==> config.mk <==
export PLATFORM = sky130hd
export DESIGN_NAME = acm_top
export DESIGN_NICKNAME = d
export VERILOG_FILES = /design/src/acm_pkg.sv /design/src/acm_cfg_if.sv /design/src/acm_match.sv /design/src/acm_top.sv
export SDC_FILE = /design/constraint.sdc
export NUM_CORES = 1
export LEC_CHECK = 0
export BUFFER_PORTS_ARGS = -buffer_cell sky130_fd_sc_hd__buf_2
export CAP_MARGIN = 20
export CELL_PAD_IN_SITES_DETAIL_PLACEMENT = 0
export CELL_PAD_IN_SITES_GLOBAL_PLACEMENT = 1
export CORE_MARGIN = 1.5
export CORE_UTILIZATION = 38
export DETAILED_ROUTE_END_ITERATION = 7
export PLACE_DENSITY = 0.87
export SYNTH_ARGS = -nofsm -noshare
export SYNTH_HDL_FRONTEND = slang
export SYNTH_SLANG_ARGS = --single-unit
export TNS_END_PERCENT = 10
==> constraint.sdc <==
create_clock -name clock_in -period 3.45 [get_ports clock_in]
set_input_delay 0.1725 -clock clock_in [delete_from_list [all_inputs] [get_ports clock_in]]
set_output_delay 0.1725 -clock clock_in [all_outputs]
set_load 0.02 [all_outputs]
==> src/acm_pkg.sv <==
/*
 Package for the access control entry flag and EtherType matcher.
 Assumes a 32-bit APB slave on a single 10 MHz clock.
*/
package acm_pkg;
    localparam int ACM_ADDR_W = 12;
    localparam int ACM_DATA_W = 32;
    localparam int ACM_FLAG_N = 6;
    localparam int ACM_ETYPE_W = 16;

    // Byte offsets
    localparam logic [11:0] ACM_OFF_CTRL = 12'h000;
    localparam logic [11:0] ACM_OFF_FLAGS = 12'h004;
    localparam logic [11:0] ACM_OFF_ETYPE = 12'h008;
    localparam logic [11:0] ACM_OFF_STATUS = 12'h00C;
    localparam logic [11:0] ACM_OFF_HITCNT = 12'h010;

    // Flag index within a TCP flag vector
    localparam int ACM_FIN = 0;
    localparam int ACM_SYN = 1;
    localparam int ACM_RST = 2;
    localparam int ACM_PSH = 3;
    localparam int ACM_ACK = 4;
    localparam int ACM_URG = 5;

    // Control register fields
    localparam int ACM_CTRL_ENTRY_EN = 0;
    localparam int ACM_CTRL_ETYPE_FT = 1;
    localparam int ACM_CTRL_ETYPE_SPEC = 2;

    // Status register fields
    localparam int ACM_ST_HIT = 0;
    localparam int ACM_ST_VALID = 1;
    localparam int ACM_ST_BADCFG = 2;

    localparam logic [15:0] ACM_ETYPE_MIN = 16'h0600;
    localparam logic [15:0] ACM_ETYPE_IPV4 = 16'h0800;
    localparam logic [15:0] ACM_ETYPE_ARP = 16'h0806;
    localparam logic [15:0] ACM_ETYPE_IPV6 = 16'h86DD;
    localparam logic [15:0] ACM_ETYPE_RST = 16'h0600;
    localparam logic [11:0] ACM_FLAGS_RST = 12'hFFF;

    // Two-bit per-flag criterion
    typedef enum logic [1:0] {
        ACM_CRIT_ZERO = 2'b00,
        ACM_CRIT_ONE = 2'b01,
        ACM_CRIT_ANY = 2'b11
    } acm_crit_t;
endpackage

==> src/acm_cfg_if.sv <==
/*
 Interface carrying the entry's flag and EtherType settings, but not its enable, from the register file to the matcher.
 Assumes both ends share clock_in.
*/
`timescale 1ns/1ps
interface acm_cfg_if;
    logic [11:0] flag_crit;
    logic etype_ft;
    logic etype_spec;
    logic [15:0] etype_val;
    modport src (output flag_crit, etype_ft, etype_spec, etype_val);
    modport dst (input flag_crit, etype_ft, etype_spec, etype_val);
endinterface

==> src/acm_match.sv <==
/*
 Combinational matcher of one access control entry against parsed header fields.
 Assumes fields are stable in the cycle that frame_valid is high.
*/
`timescale 1ns/1ps
module acm_match (
    acm_cfg_if.dst cfg,
    input wire logic is_tcp_in,
    input wire logic [5:0] tcp_flags_in,
    input wire logic [15:0] etype_in,
    output logic hit_out
);
    import acm_pkg::*;

    logic [ACM_FLAG_N-1:0] flag_ok;
    logic etype_ok;

    function automatic logic flag_pass(input logic [1:0] crit, input logic flag);
        flag_pass = 1'b1;
        if (crit == ACM_CRIT_ZERO && flag) begin
            flag_pass = 1'b0;
        end else if (crit == ACM_CRIT_ONE && !flag) begin
            flag_pass = 1'b0;
        end
    endfunction

    genvar gi;
    generate
        for (gi = 0; gi < ACM_FLAG_N; gi++) begin : g_flag
            // Non-TCP frames are untouched by flag criteria
            assign flag_ok[gi] = !is_tcp_in ||
                flag_pass(cfg.flag_crit[2*gi +: 2], tcp_flags_in[gi]); // RULE_01 RULE_02 RULE_03 RULE_04 RULE_05 RULE_06 RULE_07
        end
    endgenerate

    always_comb begin
        etype_ok = 1'b1;
        if (cfg.etype_ft && cfg.etype_spec) begin // RULE_08 RULE_09
            etype_ok = (etype_in == cfg.etype_val); // RULE_10
        end
    end

    assign hit_out = (&flag_ok) && etype_ok; // RULE_12
endmodule

==> src/acm_top.sv <==
/*
 APB-configured single access control entry matcher for TCP flags and EtherType.
 Assumes the frame parser presents one frame per frame_valid pulse.
*/
// The register addresses and the APB slave port were decided locally.
// Overview of operation
// (RULE_01) FIN criterion one or any allows matching
// (RULE_02) FIN criterion zero blocks FIN frames
// (RULE_03) SYN criterion zero, one or any
// (RULE_04) RST criterion zero, one or any
// (RULE_05) PSH criterion zero, one or any
// (RULE_06) ACK criterion zero, one or any
// (RULE_07) URG criterion zero, one or any
// (RULE_08) EtherType check only for Ethernet Type entries
// (RULE_09) EtherType any imposes no constraint
// (RULE_10) Specific EtherType must equal configured value
// (RULE_11) Software avoids IPv4, ARP, IPv6 EtherTypes
// (RULE_12) Hit needs every criterion satisfied together
`timescale 1ns/1ps
module acm_top (
    input wire logic clock_in,
    input wire logic rst_in,
    input wire logic psel_in,
    input wire logic penable_in,
    input wire logic pwrite_in,
    input wire logic [acm_pkg::ACM_ADDR_W-1:0] paddr_in,
    input wire logic [acm_pkg::ACM_DATA_W-1:0] pwdata_in,
    input wire logic [3:0] pstrb_in,
    output logic [acm_pkg::ACM_DATA_W-1:0] prdata_out,
    output logic pready_out,
    output logic pslverr_out,
    input wire logic frame_valid_in,
    input wire logic is_tcp_in,
    input wire logic [5:0] tcp_flags_in,
    input wire logic [acm_pkg::ACM_ETYPE_W-1:0] etype_in,
    output logic result_valid_out,
    output logic entry_hit_out
);
    import acm_pkg::*;

    acm_cfg_if cfg ();

    logic entry_en_ff;
    logic etype_ft_ff;
    logic etype_spec_ff;
    logic [11:0] flag_crit_ff;
    logic [15:0] etype_val_ff;
    logic result_valid_ff;
    logic entry_hit_ff;
    logic [31:0] hit_cnt_ff;
    logic [31:0] prdata_ff;
    logic raw_hit;
    logic wr_en;
    logic rd_en;
    logic addr_ok;
    logic bad_cfg;
    logic sel_ctrl;
    logic sel_flags;
    logic sel_etype;
    logic sel_status;
    logic sel_hitcnt;
    logic wr_ctrl;
    logic wr_flags;
    logic wr_etype;
    logic wr_hitcnt;
    logic hit_event;
    logic [31:0] flags_merged;
    logic [31:0] etype_merged;
    logic [31:0] rd_word;

    ////////////////////////////////////////////////////////////////////////
    // APB decode

    function automatic logic addr_known(input logic [11:0] a);
        addr_known = (a == ACM_OFF_CTRL) || (a == ACM_OFF_FLAGS) ||
                     (a == ACM_OFF_ETYPE) || (a == ACM_OFF_STATUS) ||
                     (a == ACM_OFF_HITCNT);
    endfunction

    function automatic logic [31:0] merge(input logic [31:0] old, input logic [31:0] nw,
                                          input logic [3:0] strb);
        for (int i = 0; i < 4; i++) begin
            merge[8*i +: 8] = strb[i] ? nw[8*i +: 8] : old[8*i +: 8];
        end
    endfunction

    assign addr_ok = addr_known(paddr_in);
    assign wr_en = psel_in && penable_in && pwrite_in && addr_ok;
    assign rd_en = psel_in && !penable_in && !pwrite_in;
    assign pready_out = 1'b1;
    assign pslverr_out = psel_in && penable_in && !addr_ok;
    assign prdata_out = prdata_ff;

    ////////////////////////////////////////////////////////////////////////
    // Register selects and write strobes

    assign sel_ctrl = (paddr_in == ACM_OFF_CTRL);
    assign sel_flags = (paddr_in == ACM_OFF_FLAGS);
    assign sel_etype = (paddr_in == ACM_OFF_ETYPE);
    assign sel_status = (paddr_in == ACM_OFF_STATUS);
    assign sel_hitcnt = (paddr_in == ACM_OFF_HITCNT);

    assign wr_ctrl = wr_en && sel_ctrl;
    assign wr_flags = wr_en && sel_flags;
    assign wr_etype = wr_en && sel_etype;
    assign wr_hitcnt = wr_en && sel_hitcnt;

    // Byte-lane merge of the current value with the write data
    assign flags_merged = merge({20'h0_0000, flag_crit_ff}, pwdata_in, pstrb_in);
    assign etype_merged = merge({16'h0000, etype_val_ff}, pwdata_in, pstrb_in);

    // Software must avoid reserved EtherTypes; flagged here for visibility
    assign bad_cfg = etype_spec_ff && ((etype_val_ff == ACM_ETYPE_IPV4) ||
                     (etype_val_ff == ACM_ETYPE_ARP) || (etype_val_ff == ACM_ETYPE_IPV6) ||
                     (etype_val_ff < ACM_ETYPE_MIN)); // RULE_11

    ////////////////////////////////////////////////////////////////////////
    // Configuration registers

    always_ff @(posedge clock_in) begin
        if (rst_in) begin
            entry_en_ff <= 1'b0;
            etype_ft_ff <= 1'b0;
            etype_spec_ff <= 1'b0;
        end else if (wr_ctrl && pstrb_in[0]) begin
            entry_en_ff <= pwdata_in[ACM_CTRL_ENTRY_EN];
            etype_ft_ff <= pwdata_in[ACM_CTRL_ETYPE_FT];
            etype_spec_ff <= pwdata_in[ACM_CTRL_ETYPE_SPEC];
        end
    end

    always_ff @(posedge clock_in) begin
        if (rst_in) begin
            flag_crit_ff <= ACM_FLAGS_RST;
        end else if (wr_flags) begin
            flag_crit_ff <= flags_merged[11:0];
        end
    end

    always_ff @(posedge clock_in) begin
        if (rst_in) begin
            etype_val_ff <= ACM_ETYPE_RST;
        end else if (wr_etype) begin
            etype_val_ff <= etype_merged[15:0];
        end
    end

    ////////////////////////////////////////////////////////////////////////
    // Read data, captured in setup phase

    always_comb begin
        rd_word = 32'h0000_0000;
        if (sel_ctrl) begin
            rd_word[ACM_CTRL_ENTRY_EN] = entry_en_ff;
            rd_word[ACM_CTRL_ETYPE_FT] = etype_ft_ff;
            rd_word[ACM_CTRL_ETYPE_SPEC] = etype_spec_ff;
        end
        if (sel_flags) begin
            rd_word[11:0] = flag_crit_ff;
        end
        if (sel_etype) begin
            rd_word[15:0] = etype_val_ff;
        end
        if (sel_status) begin
            rd_word[ACM_ST_HIT] = entry_hit_ff;
            rd_word[ACM_ST_VALID] = result_valid_ff;
            rd_word[ACM_ST_BADCFG] = bad_cfg;
        end
        if (sel_hitcnt) begin
            rd_word = hit_cnt_ff;
        end
    end

    always_ff @(posedge clock_in) begin
        if (rst_in) begin
            prdata_ff <= 32'h0000_0000;
        end else if (rd_en) begin
            prdata_ff <= rd_word;
        end
    end

    ////////////////////////////////////////////////////////////////////////
    // Matcher

    assign cfg.flag_crit = flag_crit_ff;
    assign cfg.etype_ft = etype_ft_ff;
    assign cfg.etype_spec = etype_spec_ff;
    assign cfg.etype_val = etype_val_ff;

    acm_match u_match (
        .cfg(cfg),
        .is_tcp_in(is_tcp_in),
        .tcp_flags_in(tcp_flags_in),
        .etype_in(etype_in),
        .hit_out(raw_hit)
    );

    // Reported and counted hits share one term
    assign hit_event = frame_valid_in && entry_en_ff && raw_hit; // RULE_12

    always_ff @(posedge clock_in) begin
        if (rst_in) begin
            result_valid_ff <= 1'b0;
            entry_hit_ff <= 1'b0;
        end else begin
            result_valid_ff <= frame_valid_in;
            if (frame_valid_in) begin
                entry_hit_ff <= hit_event; // RULE_12
            end
        end
    end

    always_ff @(posedge clock_in) begin
        if (rst_in) begin
            hit_cnt_ff <= 32'h0000_0000;
        end else if (wr_hitcnt) begin
            hit_cnt_ff <= 32'h0000_0000;
        end else if (hit_event) begin
            hit_cnt_ff <= hit_cnt_ff + 32'h0000_0001;
        end
    end

    assign result_valid_out = result_valid_ff;
    assign entry_hit_out = entry_hit_ff;
endmodule

======== After elaboration in Yosys (flattened, before gate mapping) ========
Cells that the tools add are included.
W data, S select, Z words.
storage, ports and cells
  bits in registers ....................... 97
  word-level logic and storage cells ...... 109
  bits of input ports ..................... 77
operators by class
  magnitude comparators ................... 1
  equal/unequal tests ..................... 14
  reductions and logical operators ........ 64
  add/sub/neg operators ................... 1
  muxes and demuxes ....................... 18
operator list
  cell                     count
  $add A32 B1 Y32 const B  1
  $eq A16 B12 Y1 const B   2
  $mux W32                 1
  $logic_and A1 B1 Y1      28
  $eq A12 B4 Y1 const B    2
  $eq A16 B16 Y1           1
  $eq A16 B16 Y1 const B   1
  $lt A16 B11 Y1 const B   1
  $mux W16                 1
  $logic_or A1 B1 Y1       13
  $mux W1                  13
  $eq A12 B3 Y1 const B    1
  $eq A12 B5 Y1 const B    1
  $eq A2 B1 Y1 const B     6
  $logic_not A12 Y1        1
  $logic_not A2 Y1         6
  $mux W12                 1
  $logic_not A1 Y1         10
  $reduce_and A2 Y1        4
  $mux W3                  2
  $reduce_and A6 Y1        1
  $reduce_or A2 Y1         1

======== Longest topological paths before layout ========
Gate-level depths: netlist (run 1).
  depth in word-level cells ............... 8
  mapped depth ............................ 9
  gate-level depth less buffers ........... 6

======== Cells and area by module ========
Synthesis (run 1) repeated with hierarchy kept, for this count alone.
second synthesis, totals
  cells, all modules ...................... 511
  area, all modules ....................... 4,526.8 um^2
modules (own cells, without submodules)
  module     area an instance (um^2)  cells each  instances  seq. area each (um^2)
  acm_top    4,244.1                  479         1          1,941.9
  acm_match  282.8                    32          1          0.0

======== Least setup slack after synthesis (run 1) ========
OpenSTA, ideal clock, no wires.
  path type ............................... register -> register
  start ................................... register hit_cnt_ff[4]
  end ..................................... register hit_cnt_ff[23]
  arrival time ............................ 2.260 ns
  stages on the path, launching flop included .. 9
  slack ................................... 1.119 ns
  path buffers ............................ 2
  clock period less this slack ............ 2.331 ns
  cells stage by stage .................... dfxtp_1 > buf_2 > nand4_2 > or2_1 > or3_1 > buf_2 > or4_1 > or3_1 > a21oi_1
on the way
  longest elaborated chain between the ends .. 1
RTL lines
  element                 line            source
  start, declared         acm_top.sv:50   logic [31:0] hit_cnt_ff;
  start signal, assigned  acm_top.sv:219  hit_cnt_ff <= hit_cnt_ff + 32'h0000_0001;
  $add A32 B1 Y32         acm_top.sv:219
Every way passes these cells.
A chain may end at the register's enable or synchronous reset.

======== Worst setup path after layout (run 1) ========
  start ................................... register etype_val_ff[1], in the netlist cfg.etype_val[1]
  end ..................................... register hit_cnt_ff[31]
on the way
  longest elaborated chain between the ends .. 4
RTL lines
  element                 line             source
  start, declared         acm_top.sv:47    logic [15:0] etype_val_ff;
  start signal, assigned  acm_top.sv:144   etype_val_ff <= etype_merged[15:0];
  $eq A16 B16 Y1          acm_match.sv:39  etype_ok = (etype_in == cfg.etype_val);
  $mux W1                 acm_match.sv:38  if (cfg.etype_ft && cfg.etype_spec) begin
  $logic_and A1 B1 Y1     acm_match.sv:43  assign hit_out = (&flag_ok) && etype_ok;
  $logic_and A1 B1 Y1     acm_top.sv:199   assign hit_event = frame_valid_in && entry_en_ff && raw_hit;
Every way passes these cells.

==> results.toml, run 1 <==
[sta]
rsz0062_at_grt = "no"
tightest_slew_ns = 0.8950
slew_headroom_pct = 39.78
finalSetupViolations = 0
worst_slack_ns = 0.7445
fin_crit_ns = 2.705
hold_violations = 0
drv_slew = 0
setup_tns_ns = 0
clock.fmax_ghz = 0.3696
fin_crit_sh_pct = 78.42
finClkSkew_ns = 0.009065

[hold_path]
hp-class = "input port to flip-flop"

[finish]
layout-drive-gt1-share_pct = 20.98
n_fill_cell = 1163
syn2layout_area_growth_pct = 20.55
design_area_um2 = 5548
nets = 689
antenna_cells = 0
stdcell_count = 762
final_util_pct = 46.58

[clock_tree]
clkSinkCount = 97
clkLatencyLatePin_ns = 0.35
numCtsBuffers = 9
ctsResizeCount = 0
cts.htree.levels = 3
cts.path.max_buffers = 2
cts_hold_buffers = 0
root_buffer = "clkbuf_16"
cts_tree = "done"
clk_pin_slew_worst_paths_ns = 0.06
cts_setup_buffers = 0

[logic_synthesis]
synthFlopType = "dfxtp_1"
synth_xor_area_share_pct = 4.758
synth_top_family_by_area = "simple AND/OR/NAND/NOR gates"
synth.area.top_cells = "dfxtp_1 42%, a21oi_1 5.9%, mux2i_1 4.4%"
yosys_warnings = 0
ys_ff_latch = 97
synth_edf_count = 0
synth_largest_area_cell = "dfxtp_1"
synthTopCellsByCount = "97 x dfxtp_1, 54 x a21oi_1, 47 x nor2_1"
ys_types = 49
synthMuxAreaShare_pct = 5.329
avgSynthCellArea_um2 = 8.586
synth_cells = 536
yosysTopAreaCellShare_pct = 42.20
async_flop_share_pct = 0
seq_area_frac_synth_pct = 42.20
syn_area_um2 = 4602
yosysMostFrequentCell = "dfxtp_1"
synthAdderAreaFrac_pct = 0.2719
synth_compound_area_share_pct = 18.22
synthSimpleGateAreaFrac_pct = 25.29
syn-num-nets = 614

[setup_path]
critical_path_class = "flip-flop to flip-flop"
crit_fanout = 56
cp.required_ns = 3.72
arrival_ns = 2.98
critPathLaunchType = "flip-flop"
cp-end-kind = "flip-flop"

[routing]
wl_per_cell_um = 16.06
dr.pass1.iters = 5
vias_per_cell = 5.713
drc = 0
ant_nets = 0
dr.first_iter.drc_count = 377
vias = 4353
wirelength_mm = 12.24

[floorplanning]
initial_core_util_pct = 38.63
fp.dieW_um = 113.0
coreArea_um2 = 11910
pin_count = 113
dieHeight_um = 113.0
dieArea_um2 = 12780
rows = 40

[place]
dp_hpwl_mm = 8.930
portBuffers = 93
place_area_um2 = 5182
dp.cells = 746
gp_congestion = 0.8445
dpl_worst_slack_ns = 0.7932

[pwr]
ir_drop_mv = 0.2925
combPwrFrac_pct = 6.1
internal_power_mw = 1.896
p_leak_nw = 2.059
power-per-cell-area_nw_per_um2 = 436.9
seq_power_share_pct = 46.8
clkPwrFrac_pct = 47.1
power.net_switching_uw = 527.8
netSwitchingFraction_pct = 21.78

[global_route]
grt_usage_pct = 19.52
first_global_vias = 3923
antenna_found_initial = 0
grt_max_degree = 67
grt_pass1_wl_mm = 19.88
grt_overflow = 0

[job]
cap_viol_max_count = 0

[run_status]
status = "finished, final reports clean"
-- per-stage QoR --
stage,hold slack (ns),power (mW)
final,0.05214,2.424
after global routing,0.04904,2.499
after CTS,0.04924,2.438
after detailed placement,0.4106,1.304
after global placement,0.3984,1.301
after floorplan,0.2904,1.235
-- cells in the final DEF (no fill, tap or decap), types with 2 or more instances in the layout --
master,instances
or3_1,11
inv_1,5
mux2i_1,20
a221oi_1,7
xor2_1,17
nor3_1,18
nand3_1,29
nand2b_1,2
nor4_1,14
clkbuf_16,9
o22ai_1,3
o21a_1,2
buf_4,10
nand3b_1,3
a221o_1,9
buf_2,93
bufinv_16,3
a21oi_1,54
xnor2_1,8
nor2_1,47
nor2b_1,15
dfxtp_1,97
mux4_2,2
a211o_1,15
o31ai_1,14
and4_1,2
and3_1,7
or4_1,14
and2_1,3
o31a_1,3
inv_6,2
nand4_1,12
o21ai_0,11
nand2_1,35
-- sequential cells by signal, summed over array words and instances (netlist names) --
signal / flops
hit_cnt_ff: 32
prdata_out: 32
cfg.etype_val: 16
cfg.flag_crit: 12
cfg.etype_ft: 1
cfg.etype_spec: 1
entry_en_ff: 1
entry_hit_out: 1
result_valid_out: 1
-- cells by family after synthesis --
| logic type | after synthesis |
|---|---|
| simple gates | 220 |
| flops | 97 |
| fa+ha+maj | 1 |
| other cells | 1 |
| compound gates | 125 |
| mux | 22 |
| buf+inv | 45 |
| xor+xnor | 25 |
-- worst paths after layout --
check	start	to	slack (ns)	cells past startpoint
setup reg to reg	cfg.etype_val[1]$_SDFFE_PP0P_	hit_cnt_ff[31]$_SDFFE_PP0P_	0.74	7
setup / recovery	cfg.etype_val[1]$_SDFFE_PP0P_	hit_cnt_ff[31]$_SDFFE_PP0P_	0.74	7
hold / removal	pwdata_in[4]	cfg.flag_crit[4]$_SDFFE_PP1P_	0.05	2
hold reg to reg	prdata_out[22]$_SDFFE_PP0P_	prdata_out[22]$_SDFFE_PP0P_	0.45	2
-- power groups by stage --
stage,clock network [mW],logic [mW],registers (mW)
2_1_floorplan,0,0.0649,1.17
3_3_place_gp,0,0.142,1.16
3_5_place_dp,0,0.145,1.16
4_1_cts,1.16,0.145,1.13
5_1_grt,1.20,0.160,1.13
6_report,1.14,0.147,1.13
-- final cells by class --
class                           instances  area [um^2]  area share [%]
Clock buffer                            9        225.2           4.060
Clock inverter                          6        112.6           2.030
Multi-Input combinational cell        394         2497           45.02
Tap cell                              147        183.9           3.315
Inverter                                5        18.77          0.3383
Sequential cell                        97         1942           35.00
Timing Repair Buffer                  104        568.0           10.24
-- layer usage --
metal / routed length [um] / up-vias / track usage (%)
met4: 107 / 0 / 5.167
met1: 5697 / 2078 / 27.19
met5: 0 / - / 0
met3: 768 / 13 / 3.642
li1: - / 2127 / -
met2: 5667 / 135 / 31.19
-- critical path: stages (launching register included) --
cell	delay [ns]
dfxtp_1	0.47
xor2_1	0.11
nor4_1	0.44
nand4_1	0.26
a211o_1	0.34
buf_4	0.28
or4_1	0.55
a21oi_1	0.15
Note: power is estimated with default switching activity, not from simulation.
==> run 2, diff against run 1 <==
--- a/config.mk
+++ b/config.mk
@@ -5,6 +5,7 @@
 export SDC_FILE = /design/constraint.sdc
 export NUM_CORES = 1
 export LEC_CHECK = 0
+export ABC_AREA = 1
 export BUFFER_PORTS_ARGS = -buffer_cell sky130_fd_sc_hd__buf_2
 export CAP_MARGIN = 20
 export CELL_PAD_IN_SITES_DETAIL_PLACEMENT = 0
@@ -12,7 +13,7 @@
 export CORE_MARGIN = 1.5
 export CORE_UTILIZATION = 38
 export DETAILED_ROUTE_END_ITERATION = 7
-export PLACE_DENSITY = 0.87
+export PLACE_DENSITY = 0.9
 export SYNTH_ARGS = -nofsm -noshare
 export SYNTH_HDL_FRONTEND = slang
 export SYNTH_SLANG_ARGS = --single-unit
==> constraint.sdc (replaced) <==
create_clock -name clock_in -period 2.5 [get_ports clock_in]
set_input_delay 0.125 -clock clock_in [delete_from_list [all_inputs] [get_ports clock_in]]
set_output_delay 0.125 -clock clock_in [all_outputs]
set_load 0.02 [all_outputs]
==> results.toml, run 2 <==
[sta]
finClkSkew_ns = 0.009534
clock.fmax_ghz = 0.5394
finalSetupViolations = 0
drv_slew = 0
setup_tns_ns = 0
slew_headroom_pct = 60.95
fin_crit_sh_pct = 74.15
worst_slack_ns = 0.6462
tightest_slew_ns = 0.5851
rsz0062_at_grt = "no"
fin_crit_ns = 1.854
hold_violations = 0

[pwr]
power.total_mw = 3.225
p_leak_nw = 3.046
power-per-cell-area_nw_per_um2 = 493.6
ir_drop_mv = 0.3058

[hold_path]
hp-class = "input port to flip-flop"
whs_path_depth = 2

[clock_tree]
clkSinkCount = 97
clk_pin_slew_worst_paths_ns = 0.07
cts_hold_buffers = 3
cts_tree = "done"
cts.path.max_buffers = 2
ctsResizeCount = 0
root_buffer = "clkbuf_16"
cts.htree.levels = 3
clkLatencyLatePin_ns = 0.35
numCtsBuffers = 9
cts_setup_buffers = 0

[routing]
drc = 0
ant_nets = 0
vias = 5833
dr.pass1.iters = 5
dr.first_iter.drc_count = 397
wirelength_mm = 15.64
vias_per_cell = 4.981
wl_per_cell_um = 13.36

[global_route]
grt_max_degree = 54
grt_usage_pct = 20.50
grt_overflow = 0
grt_pass1_wl_mm = 26.06
first_global_vias = 5249
antenna_found_initial = 0

[floorplanning]
pin_count = 113
coreArea_um2 = 14420
rows = 44
fp.dieW_um = 124.2
initial_core_util_pct = 38.71
dieArea_um2 = 15430
dieHeight_um = 124.2

[logic_synthesis]
ys_ff_latch = 97
ys_types = 33
synthTopCellsByCount = "322 x nand2_1, 118 x nor2_1, 97 x dfxtp_1"
synth_cells = 898
syn_area_um2 = 5583
syn-num-nets = 976
yosysMostFrequentCell = "nand2_1"
synth_largest_area_cell = "dfxtp_1"
yosys_warnings = 0
synth_edf_count = 0
synth.area.top_cells = "dfxtp_1 35%, nand2_1 22%, nor2_1 7.9%"
avgSynthCellArea_um2 = 6.217
seq_area_frac_synth_pct = 34.78
synthFlopType = "dfxtp_1"
yosysTopAreaCellShare_pct = 34.78
async_flop_share_pct = 0

[finish]
nets = 1060
syn2layout_area_growth_pct = 17.01
mostFrequentLayoutCells = "322 x nand2_1, 117 x nor2_1, 97 x dfxtp_1, 93 x buf_2, 85 x inv_1"
n_fill_cell = 1500
final_util_pct = 45.29
final_common_cell = "nand2_1"
antenna_cells = 0
layout-drive-gt1-share_pct = 14.29

[run_status]
status = "finished, final reports clean"

[place]
gp_congestion = 0.8947
portBuffers = 93
dp_hpwl_mm = 11.63
dpl_worst_slack_ns = 0.6399

[setup_path]
cp.required_ns = 2.78
crit_fanout = 7
critPathLaunchType = "flip-flop"
rrSetupSlack_ns = 0.65
reg2regPathDepth = 9
arrival_ns = 2.13
cp-end-kind = "flip-flop"
critical_path_class = "flip-flop to flip-flop"

[job]
cap_viol_max_count = 0
## run 2: cell count changes after synthesis, moves of 18 or more
| cell | before | now |
|---|---|---|
| nand2_1 | 35 | 322 |
| inv_1 | 5 | 85 |
| nor2_1 | 47 | 118 |
| nand3_1 | 29 | 65 |
| clkbuf_1 | 32 | 11 |
| mux2i_1 | 20 | 0 |
| o21ai_0 | 11 | 29 |
## run 2: stage by stage
| stage | cell area [um^2] | std cells | hold WS (ns) |
|---|---|---|---|
| after detailed placement | 6208 | 1152 | 0.3525 |
| after global routing | 6533 | 1171 | 0.01514 |
| final | 6533 | 1171 | 0.01060 |
| after CTS | 6533 | 1171 | 0.007077 |
| after global placement | 6208 | 1152 | 0.3480 |
| after floorplan | 5583 | 898 | 0.1941 |
## run 2: power by group
group / internal (mW) / switching (mW)
sequential: 1.57 / 0.0133
clock: 0.780 / 0.614
combinational: 0.0917 / 0.157
## run 2: layout make-up
cell class              count  area (um^2)  area share [%]
multi-input cells         680         3152           48.25
flip-flops and latches     97         1942           29.73
repair buffers            103        573.1           8.772
well taps                 184        230.2           3.524
inverters                  91        341.6           5.229
clock buffers              10        229.0           3.505
clock inverters             6        65.06          0.9960
## run 2: worst paths after layout
check / start / end
max: hit_cnt_ff[0]$_SDFFE_PP0P_ / hit_cnt_ff[28]$_SDFFE_PP0P_
min: rst_in / entry_hit_out$_SDFFE_PP0P_
max reg2reg: hit_cnt_ff[0]$_SDFFE_PP0P_ / hit_cnt_ff[28]$_SDFFE_PP0P_
min reg2reg: cfg.flag_crit[5]$_SDFFE_PP1P_ / cfg.flag_crit[5]$_SDFFE_PP1P_
## run 2: kinds of logic (layout without fill, tap and decap cells)
group / Yosys count / in the layout / share of synthesized area [%]
AND/OR/NAND/NOR: 552 / 552 / 42.49
buffers and inverters: 121 / 210 / 9.010
AO/OA/AOI/OAI: 110 / 110 / 10.91
flip-flops: 97 / 97 / 34.78
XOR/XNOR: 16 / 16 / 2.510
adder cells (fa/ha/maj): 1 / 1 / 0.2241
other: 1 / 1 / 0.06717
## run 2: critical path: stages, from the launching register on
cell	delay, ns
dfxtp_1	0.45
ha_1	0.30
inv_1	0.10
nor2_2	0.23
inv_1	0.06
nor2_1	0.23
nand3_1	0.12
nand2_1	0.08
nand3_1	0.07
a21oi_1	0.16
## run 2: layer usage
layer	GRT usage (%)	part of all wire (%)
met1	28.97	50
met2	32.06	44
met3	3.190	4.5
met4	6.356	1.7
met5	0	0
==> run 3, diff against run 2 <==
==> constraint.sdc (replaced) <==
create_clock -name clock_in -period 1.9 [get_ports clock_in]
set_input_delay 0.095 -clock clock_in [delete_from_list [all_inputs] [get_ports clock_in]]
set_output_delay 0.095 -clock clock_in [all_outputs]
set_load 0.02 [all_outputs]
==> results.toml, run 3 (same netlist as run 2, synthesis figures left out) <==
[place]
portBuffers = 93
gp_congestion = 0.8789
dp_hpwl_mm = 11.78

[sta]
hold_violations = 1
fin_crit_ns = 1.775
fin_hold_ws_ns = -0.002027
fin_crit_sh_pct = 93.41
finClkSkew_ns = 0.009121
clock.fmax_ghz = 0.5634
rsz0062_at_grt = "no"
setup_tns_ns = 0
drv_slew = 0
finalSetupViolations = 0

[job]
cap_viol_max_count = 0

[clock_tree]
clkLatencyLatePin_ns = 0.35
cts.path.max_buffers = 2
clk_pin_slew_worst_paths_ns = 0.07
cts.htree.levels = 3
clkSinkCount = 97
root_buffer = "clkbuf_16"
cts_tree = "done"
cts_setup_buffers = 0
numCtsBuffers = 9

[routing]
vias = 5865
drc = 0
dr.pass1.iters = 5
vias_per_cell = 4.945
dr.first_iter.drc_count = 415
wirelength_mm = 15.92
wl_per_cell_um = 13.43
ant_nets = 0

[hold_path]
hp-class = "input port to flip-flop"
whs_path_depth = 3

[finish]
layout-drive-gt1-share_pct = 15.07
syn2layout_area_growth_pct = 19.65
final_util_pct = 46.31
final_common_cell = "nand2_1"
nets = 1075
n_fill_cell = 1548
mostFrequentLayoutCells = "322 x nand2_1, 116 x nor2_1, 96 x dfxtp_1, 93 x buf_2, 85 x inv_1"
antenna_cells = 0

[floorplanning]
rows = 44
pin_count = 113
dieHeight_um = 124.2
initial_core_util_pct = 38.71
fp.dieW_um = 124.2
coreArea_um2 = 14420
dieArea_um2 = 15430

[pwr]
power.total_mw = 4.111
ir_drop_mv = 0.4135
p_leak_nw = 3.104
power-per-cell-area_nw_per_um2 = 615.4

[setup_path]
arrival_ns = 2.05
cpPeakStageDelay_ns = 0.47
critPathLaunchType = "flip-flop"
cp-end-kind = "flip-flop"
crit_slowest_cell = "dfxtp_1"
crit_fanout = 32
reg2regPathDepth = 11
cpMostUsedCell = "nand2_1"
cp.required_ns = 2.18
critical_path_class = "flip-flop to flip-flop"
path_cells = "inv_1, nand2_1, nand2_1, nor2_1, nand2_1, nor2_1, nand2_1, nand2_1, buf_12, nand3_1, a21oi_1"

[global_route]
grt_overflow = 0
grt_max_degree = 64
grt_pass1_wl_mm = 26.65
grt_usage_pct = 21.12
antenna_found_initial = 0
first_global_vias = 5374

[run_status]
status = "complete, but fails checks"
failed_checks = "hold timing"
## run 3: worst paths after layout
| kind | endpoint | slack, ns | from |
|---|---|---|---|
| max | hit_cnt_ff[15]$_SDFFE_PP0P_ | 0.13 | cfg.etype_val[2]$_SDFFE_PP0P_ |
| max reg2reg | hit_cnt_ff[15]$_SDFFE_PP0P_ | 0.13 | cfg.etype_val[2]$_SDFFE_PP0P_ |
| min | cfg.etype_val[13]$_SDFFE_PP0P_ | -0.002 | pwdata_in[13] |
| min reg2reg | prdata_out[0]$_SDFFE_PP0P_ | 0.47 | prdata_out[0]$_SDFFE_PP0P_ |
## run 3: per-layer routing
metal | share of wire, % | vias up | GRT usage, %
li1 | - | 3058 | -
met1 | 49 | 2663 | 29.41
met2 | 45 | 123 | 33.81
met3 | 4.2 | 21 | 2.931
met4 | 1.5 | 0 | 6.626
met5 | 0 | - | 0
## run 3: what timing repair did
item | 4_1_cts | 5_1_grt
hold endpoints to repair | 13 | 0
gates resized for setup | 0 | 4
hold buffers | 8 | 0
setup endpoints to repair | 0 | 32
## run 3: layout make-up
class	instances	area, um^2	area share [%]
multi-input cells	680	3159	47.29
flip-flops and latches	97	1943	29.09
repair buffers	118	739.5	11.07
inverters	91	341.6	5.113
clock buffers	12	236.5	3.540
well taps	184	230.2	3.446
clock inverters	4	30.03	0.4495
## run 3: worst max-delay path, delay by kind of cell (launching register included)
kind | cells | cell delay, ns
flip-flops | 1 | 0.47
AO/OA/AOI/OAI | 1 | 0.17
buffers and inverters | 2 | 0.33
AND/OR/NAND/NOR | 8 | 0.72
## run 3: where the power goes
part	internal, mW	switching [mW]	total [mW]
combinational	0.132	0.209	0.340
clock	0.890	0.800	1.69
sequential	2.06	0.0172	2.08
## run 3: stage by stage
step	hold WS [ns]	cells	instance area, um^2	setup slack, ns
2_1_floorplan	0.1641	898	5583	0.3414
3_3_place_gp	0.3140	1162	6321	0.1763
3_5_place_dp	0.3202	1162	6321	0.1411
4_1_cts	0.0001890	1186	6668	0.1130
5_1_grt	0.01068	1186	6680	0.02102
6_report	-0.002027	1186	6680	0.1252
